[src/hdl/capture_pkg.sv]
/*
  Package for the timer input capture unit: register offsets, field positions,
  reset values and enumerations shared by the design files.
  Assumes an 8-bit register port with one-cycle strobes.
*/
package capture_pkg;

  // ==========================================================================
  // Register offsets (byte port, index = address)
  localparam logic [3:0] ADDR_CTRL_FIRST = 4'h0;
  localparam logic [3:0] ADDR_CTRL_SECOND = 4'h1;
  localparam logic [3:0] ADDR_CNT_LOW = 4'h2;
  localparam logic [3:0] ADDR_CNT_HIGH = 4'h3;
  localparam logic [3:0] ADDR_CAP_LOW = 4'h4;
  localparam logic [3:0] ADDR_CAP_HIGH = 4'h5;
  localparam logic [3:0] ADDR_IRQ_MASK = 4'h6;
  localparam logic [3:0] ADDR_IRQ_STATUS = 4'h7;

  // ==========================================================================
  // Field positions
  // timer_control_first: [1:0] low waveform bits, [7] source select
  localparam int WGM_LO_POS = 0;
  localparam int SRC_SEL_POS = 7;
  // timer_control_second: [6] edge select, [5] reserved, [4:3] waveform high, [2:0] clock
  localparam int EDGE_SEL_POS = 6;
  localparam int WGM_HI_POS = 3;
  localparam int CLK_SEL_POS = 0;
  // Status and mask layout
  localparam int OVF_BIT = 0;
  localparam int CAP_BIT = 5;

  // ==========================================================================
  // Reset value, write masks and counter maximum
  localparam logic [7:0] CTRL_RESET = 8'h00;
  localparam logic [7:0] SECOND_WMASK = 8'hDF;
  localparam logic [7:0] STATUS_WMASK = 8'h21;
  localparam logic [15:0] COUNT_MAX = 16'hFFFF;

  // Waveform modes where the capture register serves as TOP
  localparam logic [3:0] WGM_PFC_ICR = 4'h8;
  localparam logic [3:0] WGM_PC_ICR = 4'hA;
  localparam logic [3:0] WGM_CTC_ICR = 4'hC;
  localparam logic [3:0] WGM_FAST_ICR = 4'hE;

  // Counter direction
  typedef enum logic {count_up, count_down} dir_t;

endpackage

[src/hdl/capture_edge_detect.sv]
/*
  Edge detector for the capture source: source select, edge polarity.
  Assumes both source inputs are synchronous to clk.
*/
`timescale 1ns/1ps
`default_nettype none
module capture_edge_detect (
  // Clock and reset
  input wire logic clk,
  input wire logic reset,
  // Sources and settings
  input wire logic pin_level,
  input wire logic comp_level,
  input wire logic use_comparator,
  input wire logic rising_sel,
  input wire logic enable,
  // Result
  output logic trigger
);
  logic sel_level;
  logic prev_ff;

  // Source chosen afresh every clock
  assign sel_level = use_comparator ? comp_level : pin_level;

  // Previous level of the selected source
  always_ff @(posedge clk) begin
    if (reset) begin
      prev_ff <= 1'b0;
    end else begin
      prev_ff <= sel_level;
    end
  end

  // Level change matching edge setting; gated when capture is disabled
  assign trigger = enable && (rising_sel ? (sel_level && !prev_ff) : (!sel_level && prev_ff));

endmodule // capture_edge_detect
`default_nettype wire

[src/hdl/capture_counter.sv]
/*
  16-bit running counter with clock-select prescaler and overflow event.
  Assumes ext_tick is a one-cycle pulse synchronous to clk.
*/
`timescale 1ns/1ps
`default_nettype none
module capture_counter
  import capture_pkg::*;
#(
  parameter int WIDTH = 16
) (
  // Clock and reset
  input wire logic clk,
  input wire logic reset,
  // Control
  input wire logic [2:0] clk_sel,
  input wire logic [3:0] mode,
  input wire logic [WIDTH-1:0] top_value,
  input wire logic ext_tick,
  input wire logic load,
  input wire logic [WIDTH-1:0] load_value,
  // State
  output logic [WIDTH-1:0] count,
  output logic overflow
);
  logic [9:0] pre_ff;
  logic tick;
  logic dual_slope;
  logic at_top;
  dir_t dir_ff;

  // Prescaler turns clk into one-cycle count enables
  always_ff @(posedge clk) begin
    if (reset) begin
      pre_ff <= 10'h000;
    end else begin
      pre_ff <= pre_ff + 10'h001;
    end
  end

  always_comb begin
    case (clk_sel)
      3'h1: tick = 1'b1;
      3'h2: tick = (pre_ff[2:0] == 3'h7);
      3'h3: tick = (pre_ff[5:0] == 6'h3F);
      3'h4: tick = (pre_ff[7:0] == 8'hFF);
      3'h5: tick = (pre_ff == 10'h3FF);
      3'h6: tick = ext_tick;
      3'h7: tick = ext_tick;
      default: tick = 1'b0;
    endcase
  end

  // Dual-slope modes turn at TOP and flag overflow at BOTTOM
  assign dual_slope = (mode == WGM_PFC_ICR) || (mode == WGM_PC_ICR) || (mode == 4'h1) || (mode == 4'h9);
  assign at_top = (mode == WGM_CTC_ICR) || (mode == WGM_FAST_ICR) || dual_slope ? (count == top_value)
                                                                                  : (count == COUNT_MAX[WIDTH-1:0]);

  always_ff @(posedge clk) begin
    if (reset) begin
      count <= '0;
      dir_ff <= count_up;
      overflow <= 1'b0;
    end else if (load) begin
      count <= load_value;
      overflow <= 1'b0;
    end else begin
      overflow <= 1'b0;
      if (tick) begin
        if (dual_slope) begin
          if (dir_ff == count_up && at_top) begin
            dir_ff <= count_down;
            count <= count - 1'b1;
          end else if (dir_ff == count_down && count == '0) begin
            dir_ff <= count_up;
            count <= count + 1'b1;
            overflow <= 1'b1;
          end else begin
            count <= (dir_ff == count_up) ? count + 1'b1 : count - 1'b1;
          end
        end else if (at_top) begin
          count <= '0;
          overflow <= 1'b1;
        end else begin
          count <= count + 1'b1;
        end
      end
    end
  end

endmodule // capture_counter
`default_nettype wire

[src/hdl/capture_unit.sv]
/*
  Input capture unit of a 16-bit timer/counter with an 8-bit register port,
  shared high-byte shadow, sticky status flags, mask and one interrupt line.
  Assumes all inputs are synchronous to clk and strobes are one cycle long.
*/
`timescale 1ns/1ps
`default_nettype none
module timer_input_capture_unit
  import capture_pkg::*;
#(
  parameter int WIDTH = 16
) (
  // Clock and reset
  input wire logic clk,
  input wire logic reset,
  // Register port
  input wire logic [3:0] addr,
  input wire logic [7:0] wdata,
  input wire logic wr,
  input wire logic rd,
  output logic [7:0] rdata,
  // Event sources
  input wire logic capture_input_pin,
  input wire logic comparator_output,
  input wire logic ext_clock_tick,
  // Interrupt
  input wire logic capture_irq_ack,
  output logic irq
);

  // ==========================================================================
  // Registers
  logic [7:0] timer_control_first_ff;
  logic [7:0] timer_control_second_ff;
  logic [7:0] mask_ff;
  logic [7:0] status_ff;
  logic [WIDTH-1:0] capture_register_ff;
  logic [7:0] shadow_ff;
  logic [7:0] nxt_rdata;
  logic [7:0] nxt_status;
  logic [7:0] nxt_mask;
  logic [3:0] waveform_mode_select;
  logic capture_enable;
  logic capture_trigger;
  logic [WIDTH-1:0] running_counter;
  logic overflow_evt;
  logic cnt_load;
  logic capture_flag;
  logic capture_irq_enable;
  logic timer_overflow_flag;

  assign waveform_mode_select = {timer_control_second_ff[WGM_HI_POS +: 2], timer_control_first_ff[WGM_LO_POS +: 2]};
  assign capture_flag = status_ff[CAP_BIT];
  assign timer_overflow_flag = status_ff[OVF_BIT];
  assign capture_irq_enable = mask_ff[CAP_BIT];

  // Capture disconnected in modes 8, A, C and E; modes 1 and 9 also use its register as TOP
  assign capture_enable = !((waveform_mode_select == WGM_PFC_ICR) || (waveform_mode_select == WGM_PC_ICR) ||
                            (waveform_mode_select == WGM_CTC_ICR) || (waveform_mode_select == WGM_FAST_ICR));

  // ==========================================================================
  // Submodules
  // Switching the source while the two levels differ looks like an edge;
  // software should clear the flag after changing the selection
  capture_edge_detect edge_i (
    .clk(clk),
    .reset(reset),
    .pin_level(capture_input_pin),
    .comp_level(comparator_output),
    .use_comparator(timer_control_first_ff[SRC_SEL_POS]),
    .rising_sel(timer_control_second_ff[EDGE_SEL_POS]),
    .enable(capture_enable),
    .trigger(capture_trigger)
  );

  // Counter writes go through the shadow: high byte staged, low byte commits
  assign cnt_load = wr && (addr == ADDR_CNT_LOW);

  capture_counter #(
    .WIDTH(WIDTH)
  ) counter_i (
    .clk(clk),
    .reset(reset),
    .clk_sel(timer_control_second_ff[CLK_SEL_POS +: 3]),
    .mode(waveform_mode_select),
    .top_value(capture_register_ff),
    .ext_tick(ext_clock_tick),
    .load(cnt_load),
    .load_value({shadow_ff, wdata}),
    .count(running_counter),
    .overflow(overflow_evt)
  );

  // ==========================================================================
  // Control registers
  always_ff @(posedge clk) begin
    if (reset) begin
      timer_control_first_ff <= CTRL_RESET;
      timer_control_second_ff <= CTRL_RESET;
      mask_ff <= CTRL_RESET;
    end else if (wr) begin
      if (addr == ADDR_CTRL_FIRST) begin
        timer_control_first_ff <= wdata;
      end
      // Reserved bit is not stored, so it always reads zero
      if (addr == ADDR_CTRL_SECOND) begin
        timer_control_second_ff <= wdata & SECOND_WMASK;
      end
      if (addr == ADDR_IRQ_MASK) begin
        mask_ff <= wdata & STATUS_WMASK;
      end
    end
  end

  // ==========================================================================
  // Capture register: software may write it only in modes 8, A, C and E
  always_ff @(posedge clk) begin
    if (reset) begin
      capture_register_ff <= '0;
    end else if (capture_trigger) begin
      capture_register_ff <= running_counter;
    end else if (wr && addr == ADDR_CAP_LOW && !capture_enable) begin
      capture_register_ff <= {shadow_ff, wdata};
    end
  end

  // ==========================================================================
  // Shared high-byte shadow
  always_ff @(posedge clk) begin
    if (reset) begin
      shadow_ff <= 8'h00;
    end else if (rd && addr == ADDR_CAP_LOW) begin
      shadow_ff <= capture_register_ff[15:8];
    end else if (rd && addr == ADDR_CNT_LOW) begin
      shadow_ff <= running_counter[15:8];
    end else if (wr && (addr == ADDR_CAP_HIGH || addr == ADDR_CNT_HIGH)) begin
      shadow_ff <= wdata;
    end
  end

  // ==========================================================================
  // Sticky status: a set in the same cycle as a clear wins
  always_comb begin
    nxt_status = status_ff;
    if (wr && addr == ADDR_IRQ_STATUS) begin
      nxt_status = nxt_status & ~(wdata & STATUS_WMASK);
    end
    if (capture_irq_ack) begin
      nxt_status[CAP_BIT] = 1'b0;
    end
    if (capture_trigger) begin
      nxt_status[CAP_BIT] = 1'b1;
    end
    if (overflow_evt) begin
      nxt_status[OVF_BIT] = 1'b1;
    end
  end

  always_ff @(posedge clk) begin
    if (reset) begin
      status_ff <= 8'h00;
    end else begin
      status_ff <= nxt_status;
    end
  end

  // Mask as it stands after this edge, so irq never lags a mask write
  always_comb begin
    nxt_mask = mask_ff;
    if (wr && addr == ADDR_IRQ_MASK) begin
      nxt_mask = wdata & STATUS_WMASK;
    end
  end

  // Level interrupt while any unmasked flag stands
  always_ff @(posedge clk) begin
    if (reset) begin
      irq <= 1'b0;
    end else begin
      irq <= |(nxt_status & nxt_mask);
    end
  end

  // ==========================================================================
  // Read data, valid only in the cycle after the strobe
  always_comb begin
    nxt_rdata = 8'h00;
    case (addr)
      ADDR_CTRL_FIRST: nxt_rdata = timer_control_first_ff;
      ADDR_CTRL_SECOND: nxt_rdata = timer_control_second_ff;
      ADDR_CNT_LOW: nxt_rdata = running_counter[7:0];
      ADDR_CNT_HIGH: nxt_rdata = shadow_ff;
      ADDR_CAP_LOW: nxt_rdata = capture_register_ff[7:0];
      ADDR_CAP_HIGH: nxt_rdata = shadow_ff;
      ADDR_IRQ_MASK: nxt_rdata = mask_ff;
      ADDR_IRQ_STATUS: nxt_rdata = status_ff;
      default: nxt_rdata = 8'h00;
    endcase
  end

  always_ff @(posedge clk) begin
    if (reset) begin
      rdata <= 8'h00;
    end else if (rd) begin
      rdata <= nxt_rdata;
    end else begin
      rdata <= 8'h00;
    end
  end
endmodule // timer_input_capture_unit
`default_nettype wire

[config.mk]
export PLATFORM = sky130hd
export DESIGN_NAME = timer_input_capture_unit
export DESIGN_NICKNAME = d
export VERILOG_FILES = /design/src/hdl/capture_pkg.sv /design/src/hdl/capture_edge_detect.sv /design/src/hdl/capture_counter.sv /design/src/hdl/capture_unit.sv
export SDC_FILE = /design/constraint.sdc
export NUM_CORES = 1
export LEC_CHECK = 0
export BUFFER_PORTS_ARGS = -buffer_cell sky130_fd_sc_hd__buf_4
export CAP_MARGIN = 25
export CORE_AREA = 2 2 122 77
export CTS_BUF_LIST = sky130_fd_sc_hd__clkbuf_4
export CTS_CLUSTER_DIAMETER = 200
export CTS_CLUSTER_SIZE = 20
export DETAILED_ROUTE_END_ITERATION = 8
export DIE_AREA = 0 0 124 79
export HOLD_SLACK_MARGIN = 0.02
export PLACE_DENSITY = 0.77
export SETUP_SLACK_MARGIN = 0.1
export SLEW_MARGIN = 40
export SYNTH_ARGS = -nofsm -noshare
export SYNTH_HDL_FRONTEND = slang
export SYNTH_HIERARCHICAL = 1
export SYNTH_SLANG_ARGS = --single-unit
[constraint.sdc]
create_clock -name clk -period 3.3 [get_ports clk]
set_input_delay 0.165 -clock clk [delete_from_list [all_inputs] [get_ports clk]]
set_output_delay 0.165 -clock clk [all_outputs]
set_load 0.01 [all_outputs]
======== Word-level counts from Yosys, hierarchy flattened ========
Index checks and enable logic that the tools add are counted.
cells by class
  add/sub/neg operators ................... 3
  equal/unequal tests ..................... 26
  muxes and demuxes ....................... 28
  bitwise gates (word level) .............. 7
  reductions and logical operators ........ 39
operators with widths
  kind                   count
  $mux 16                9
  $pmux 8 s7             1
  $mux 8                 4
  $eq 4x4->1 const B     5
  $add 16x1->16 const B  1
  $and 8x8->8            2
  $eq 16x16->1           1
  $eq 16x16->1 const B   1
  $eq 4x3->1 const B     4
  $logic_not 16->1       1
  $sub 16x1->16 const B  1
  $eq 3x3->1 const B     5
  $logic_and 1x1->1      13
  $mux 1                 12
  $add 10x1->10 const B  1
  $eq 10x10->1 const B   1
  $eq 4x1->1 const B     2
  $eq 4x2->1 const B     2
  $eq 8x8->1 const B     1
  $logic_or 1x1->1       8
  $not 6->8              1
  $reduce_or 8->1        1
  $eq 3x2->1 const B     2
  $eq 6x6->1 const B     1
  other kinds (12)       23
word-level totals
  bits in registers ....................... 87
  input port bits ......................... 20
  logic and storage cells ................. 116

======== Depth between registers and ports, before layout ========
  depth in word-level cells ............... 11
  gate-level depth with buffers ........... 12
  depth with buffers taken out ............ 10

======== Hierarchy ========
Netlist, hierarchy kept.
modules (own cells, without submodules)
  module                    instances  cells an instance  area an instance (um2)  sequential area each (um2)
  timer_input_capture_unit  1          293                2596.2                  1041.0
  capture_counter           1          336                2398.6                  560.5
  capture_edge_detect       1          6                  58.8                    20.0

======== Worst setup path before layout ========
OpenSTA, ideal clock, no wires.
  path kind ............................... register -> register
  start point ............................. register timer_control_first_ff[0]
  end point ............................... register counter_i.count[6]
  setup time .............................. 0.132 ns
  arrival ................................. 2.344 ns
  data required time ...................... 3.168 ns
  path slack .............................. 0.825 ns
  stages on the path, launching flop included .. 13
  path buffers ............................ 3
  clock period less this slack ............ 2.475 ns
  cells stage by stage .................... dfxtp_1 -> or3b_1 -> buf_6 -> and2_4 -> buf_6 -> o22ai_1 -> nand4_1 -> nor2_2 -> o21a_1 -> buf_4 -> nor4b_1 -> a2111oi_0 -> nor3_1
between the ends
  longest elaborated chain between the ends .. 11
RTL lines
  element                        RTL line               RTL
  start, declared                capture_unit.sv:33     logic [7:0] timer_control_first_ff;
  start signal, assigned         capture_unit.sv:103    timer_control_first_ff <= wdata;
  $eq 4x4->1                     capture_counter.sv:55  assign dual_slope = (mode == WGM_PFC_ICR) || (mode == WGM_PC_ICR) || (mode == 4'h1) || (mode == 4'h9);
  $logic_or 1x1->1 (3 in a row)  capture_counter.sv:55
  $logic_or 1x1->1               capture_counter.sv:56  assign at_top = (mode == WGM_CTC_ICR) || (mode == WGM_FAST_ICR) || dual_slope ? (count == top_value)
  $mux 1                         capture_counter.sv:56
  $logic_and 1x1->1              capture_counter.sv:71  if (dir_ff == count_up && at_top) begin
  $mux 16                        capture_counter.sv:71
  $mux 16 *                      capture_counter.sv:70  if (dual_slope) begin
  $mux 16 *                      capture_counter.sv:69  if (tick) begin
  $mux 16 *                      capture_counter.sv:64  end else if (load) begin
  end signal, assigned           capture_counter.sv:65  count <= load_value;
  end signal, assigned           capture_counter.sv:73  count <= count - 1'b1;
  end signal, assigned           capture_counter.sv:76  count <= count + 1'b1;
  end, declared                  capture_counter.sv:23  output logic [WIDTH-1:0] count,
Mark *: on every way between the ends. The rest lies on a longest branch, timed or not. The select of a mux whose other input is x is not followed.
A chain may end at the register's enable or synchronous reset.

======== Worst setup path after layout ========
Same ends and word-level chain as after synthesis.

==> qor.csv <==
stage;metric;value;unit
status;status;finished clean;
grt;initial antenna violation count;1;
floorplanning;Starting Density;57.5;%
synth;number of synthesized flops with an enable pin;0;
setup_path;crit-path max FO;12;
power;P_int;1.44;mW
floorplanning;die span in x;124;um
timing;RSZ-0062 raised after global routing;false;
setup_path;worst path cell trace;or3b_1, and2_4, o22ai_1, nand4_1, nor2_2, o21a_2, o21ai_0, a2111oi_1, nor3_1;
power;Pwr Total;2.07;mW
routing;Vias per Instance;6.70;
floorplanning;Die Footprint;0.00980;sq mm
clocking;H-tree levels;3;
placed_design;placer congestion estimate;0.988;
synth;Top FF cell, synth;dfxtp_1;
final_layout;final instance area;0.00548;sq mm
setup_path;delay of the slowest cell on the worst path;0.52;ns
routing;WL/cell;21.1;um
timing;fin crit share;89.0;%
setup_path;CP max stage cell;or3b_1;
timing;Slew @ Worst Pin;0.844;ns
final_layout;antenna diode count;0;
placed_design;placed insts;737;
routing;DRT Pass-1 Iters;5;
clocking;# clock sinks;81;
floorplanning;Core Area;0.00878;sq mm
timing;Max Freq;340;MHz
floorplanning;num rows;27;
routing;residual DRC count;0;
grt;Overflow after GRT;0;
power;Peak VDD IR;0.280;mV
power;Pwr Density;378;mW/mm^2
floorplanning;IO Pins;29;
timing;Max Transition Viols Final;0;
placed_design;dpl cell area;0.00523;sq mm
final_layout;fill count;772;
final_layout;Total Nets Final;665;
grt;largest net degree at the start of global routing;70;
placed_design;HPWL after DPL;11300;um
final_layout;area of the multi-input gates;0.00315;sq mm
final_layout;share of cells above drive strength 1;13.3;%
job;max_cap viols;0;
clocking;Root Driver;clkbuf_4;
synth;Synth cell types;68;
grt;gr usage total;33.8;%
routing;antenna-violating nets left;0;
power;Flop pwr share;51.9;%
clocking;Skew-Pair Late Insertion Delay;0.45;ns
setup_path;Worst EP required;3.61;ns
synth;ys async rst share;0;%
power;Sw Ratio;30.4;%
synth;sequential element share of the synthesized area;32.1;%
timing;Post-Route Setup TNS;0;ns
clocking;Setup Buffers After CTS;0;
setup_path;startpoint class of the critical path;flip-flop;
setup_path;CP endpoint kind;flip-flop;
clocking;TritonCTS Buffers;9;
clocking;Clk pin slew, worst setup/hold paths;0.14;ns
final_layout;Syn-to-layout area delta;8.49;%
timing;normalized max-slew margin;43.7;%
power;Logic pwr share;15.2;%
timing;# setup viols final;0;
synth;syn_nets;660;
synth;largest area contributor in the netlist;dfxtp_1;
power;Clock power frac;32.8;%
synth;Cell Area, Synth;0.00505;sq mm
synth;mean area per synthesized cell;7.96;sq um
clocking;CTS tree;built;
routing;WL final;16000;um
setup_path;critical path class;reg -> reg;
routing;via count;5099;
timing;Final Hold Vio Count;0;
timing;hold slack;0.0512;ns
final_layout;Storage cell area;0.00162;sq mm
timing;post-layout minimum cycle time;2.94;ns
synth;Post-Synthesis Cells;635;
clocking;Clock Path Buffers;2;
synth;YS warnings;6;
floorplanning;die height;79;um
synth;share of the synthesized area in the top cell type;32.1;%
hold_path;HP Class;in -> reg;
setup_path;Worst Path Arrival;3.25;ns
placed_design;PortBufs;28;
timing;clock skew;0.0130;ns
synth;top post-synthesis cells by area;dfxtp_1 (32%), mux2i_1 (6.3%), nor2_1 (5.6%), nand2_1 (5.0%), a21oi_1 (4.1%);
power;P_sw;0.630;mW
routing;number of DRC markers in iteration 0;843;
grt;global-route wire length before repair;25000;um
synth;number of synthesized register bits;81;
grt;vias in the first global route;4639;
final_layout;post-route insts no fill;761;
power;P_leak;1.94;nW
## flip-flops by register name, indices dropped and copies added, names as in the netlist, 7 cells and up
name	cells
capture_register_ff	16
counter_i/count	16
counter_i/pre_ff	10
rdata	8
shadow_ff	8
timer_control_first_ff	8
timer_control_second_ff	7
## final timing paths
kind              cells after the start  slack [ns]                                   start                                endpoint
setup / recovery                      9        0.36  timer_control_first_ff[0]$_SDFFE_PP0P_         counter_i/count[6]$_SDFFE_PP0P_
hold / removal                        3        0.05                       comparator_output               edge_i/prev_ff$_SDFF_PP0_
setup reg to reg                      9        0.36  timer_control_first_ff[0]$_SDFFE_PP0P_         counter_i/count[6]$_SDFFE_PP0P_
hold reg to reg                       2        0.48  timer_control_first_ff[2]$_SDFFE_PP0P_  timer_control_first_ff[2]$_SDFFE_PP0P_
## area by class of cell
type / instances / area share, %
Sequential cell: 81 / 29.6
Clock buffer: 9 / 1.23
Clock inverter: 7 / 1.71
Timing Repair Buffer: 45 / 6.53
Tap cell: 116 / 2.65
Multi-Input combinational cell: 491 / 57.5
Inverter: 12 / 0.822
## cells in the mapped netlist, types with 3 or more instances
master / n
and3_1: 9
or3_1: 6
buf_6: 6
inv_1: 11
nor3b_1: 3
ha_1: 5
a211oi_1: 12
a211oi_2: 14
a31oi_1: 6
nand4_1: 5
o221ai_1: 3
nor2_2: 5
or4_1: 3
nor4bb_1: 8
o211ai_1: 3
nand2b_1: 3
a311oi_1: 4
nor2b_1: 6
a21oi_1: 41
a2bb2oi_1: 3
mux2i_1: 32
or2_2: 4
o21ai_0: 18
a22oi_1: 9
xor2_1: 6
a22o_1: 5
buf_2: 8
and2_1: 4
nand3b_1: 7
dfxtp_1: 81
nand3_1: 26
xnor2_1: 17
clkbuf_1: 32
nor2_1: 75
nand2_1: 67
o31ai_1: 8
nor3_1: 22
a221oi_1: 4
a222oi_1: 5
nor4_1: 4
o22ai_1: 11
## cell families (layout without fill, tap and decap cells)
group                      Yosys count  count (layout)  share of synthesized area (%)
and+or+nand+nor                    264             264                           26.0
buffers and inverters               63              73                           5.94
xor gates and xnor gates            23              23                           3.99
adders and majority gates            5               5                           1.24
DFF                                 81              81                           32.1
AOI/OAI and AO/OA                  166             166                           24.1
muxes                               33              33                           6.56
## what timing repair did
item,4_1_cts,5_1_grt
setup endpoints to repair,0,2
hold endpoints to repair,13,0
hold buffers,8,0
gates resized for setup,0,2
## power by group through the flow
| stage | logic, mW | clock network (mW) | registers (mW) |
|---|---|---|---|
| 3_3_place_gp | 0.284 | 0 | 1.09 |
| 4_1_cts | 0.305 | 0.692 | 1.07 |
| 2_1_floorplan | 0.231 | 0 | 1.06 |
| 6_report | 0.316 | 0.681 | 1.08 |
| 3_5_place_dp | 0.296 | 0 | 1.09 |
| 5_1_grt | 0.341 | 0.727 | 1.08 |
## per-layer routing
layer | part of all wire [%] | vias to the layer above | track usage [%] | wire length [um]
met5 | 0.069 | - | 0 | 11
met4 | 1.7 | 2 | 9.78 | 275
met3 | 14 | 36 | 14.7 | 2250
met2 | 41 | 305 | 46.0 | 6510
met1 | 44 | 2426 | 47.8 | 7000
li1 | - | 2330 | - | -
## worst max-delay path: cells and delay by family, from the launching register on
kind | cells | cell delay, ns
flip-flops | 1 | 0.44
AO/OA/AOI/OAI | 4 | 1.13
AND/OR/NAND/NOR | 5 | 1.23
## layout by cell type (no fill, tap or decap), types with 7 or more instances in the layout
cell,netlist,final
dlygate4sd3_1,0,8
nand3_1,26,26
a211oi_1,12,12
nor3_1,22,22
nor2_1,75,75
o21ai_0,18,18
clkbuf_4,0,9
o31ai_1,8,8
mux2i_1,32,31
inv_1,11,11
nand3b_1,7,7
nor4bb_1,8,8
a211oi_2,14,14
nand2_1,67,67
dfxtp_1,81,81
buf_4,2,37
a21oi_1,41,41
o22ai_1,11,11
xnor2_1,17,17
and3_1,9,9
a22oi_1,9,9
## stage by stage
stage | utilization, % | worst slack [ns]
4_1_cts | 62.3 | 0.295
3_3_place_gp | 59.5 | 0.452
5_1_grt | 62.4 | 0.143
2_1_floorplan | - | 0.825
3_5_place_dp | 59.6 | 0.296
6_report | 62.4 | 0.363
Note: power is estimated with default switching activity, not from simulation.
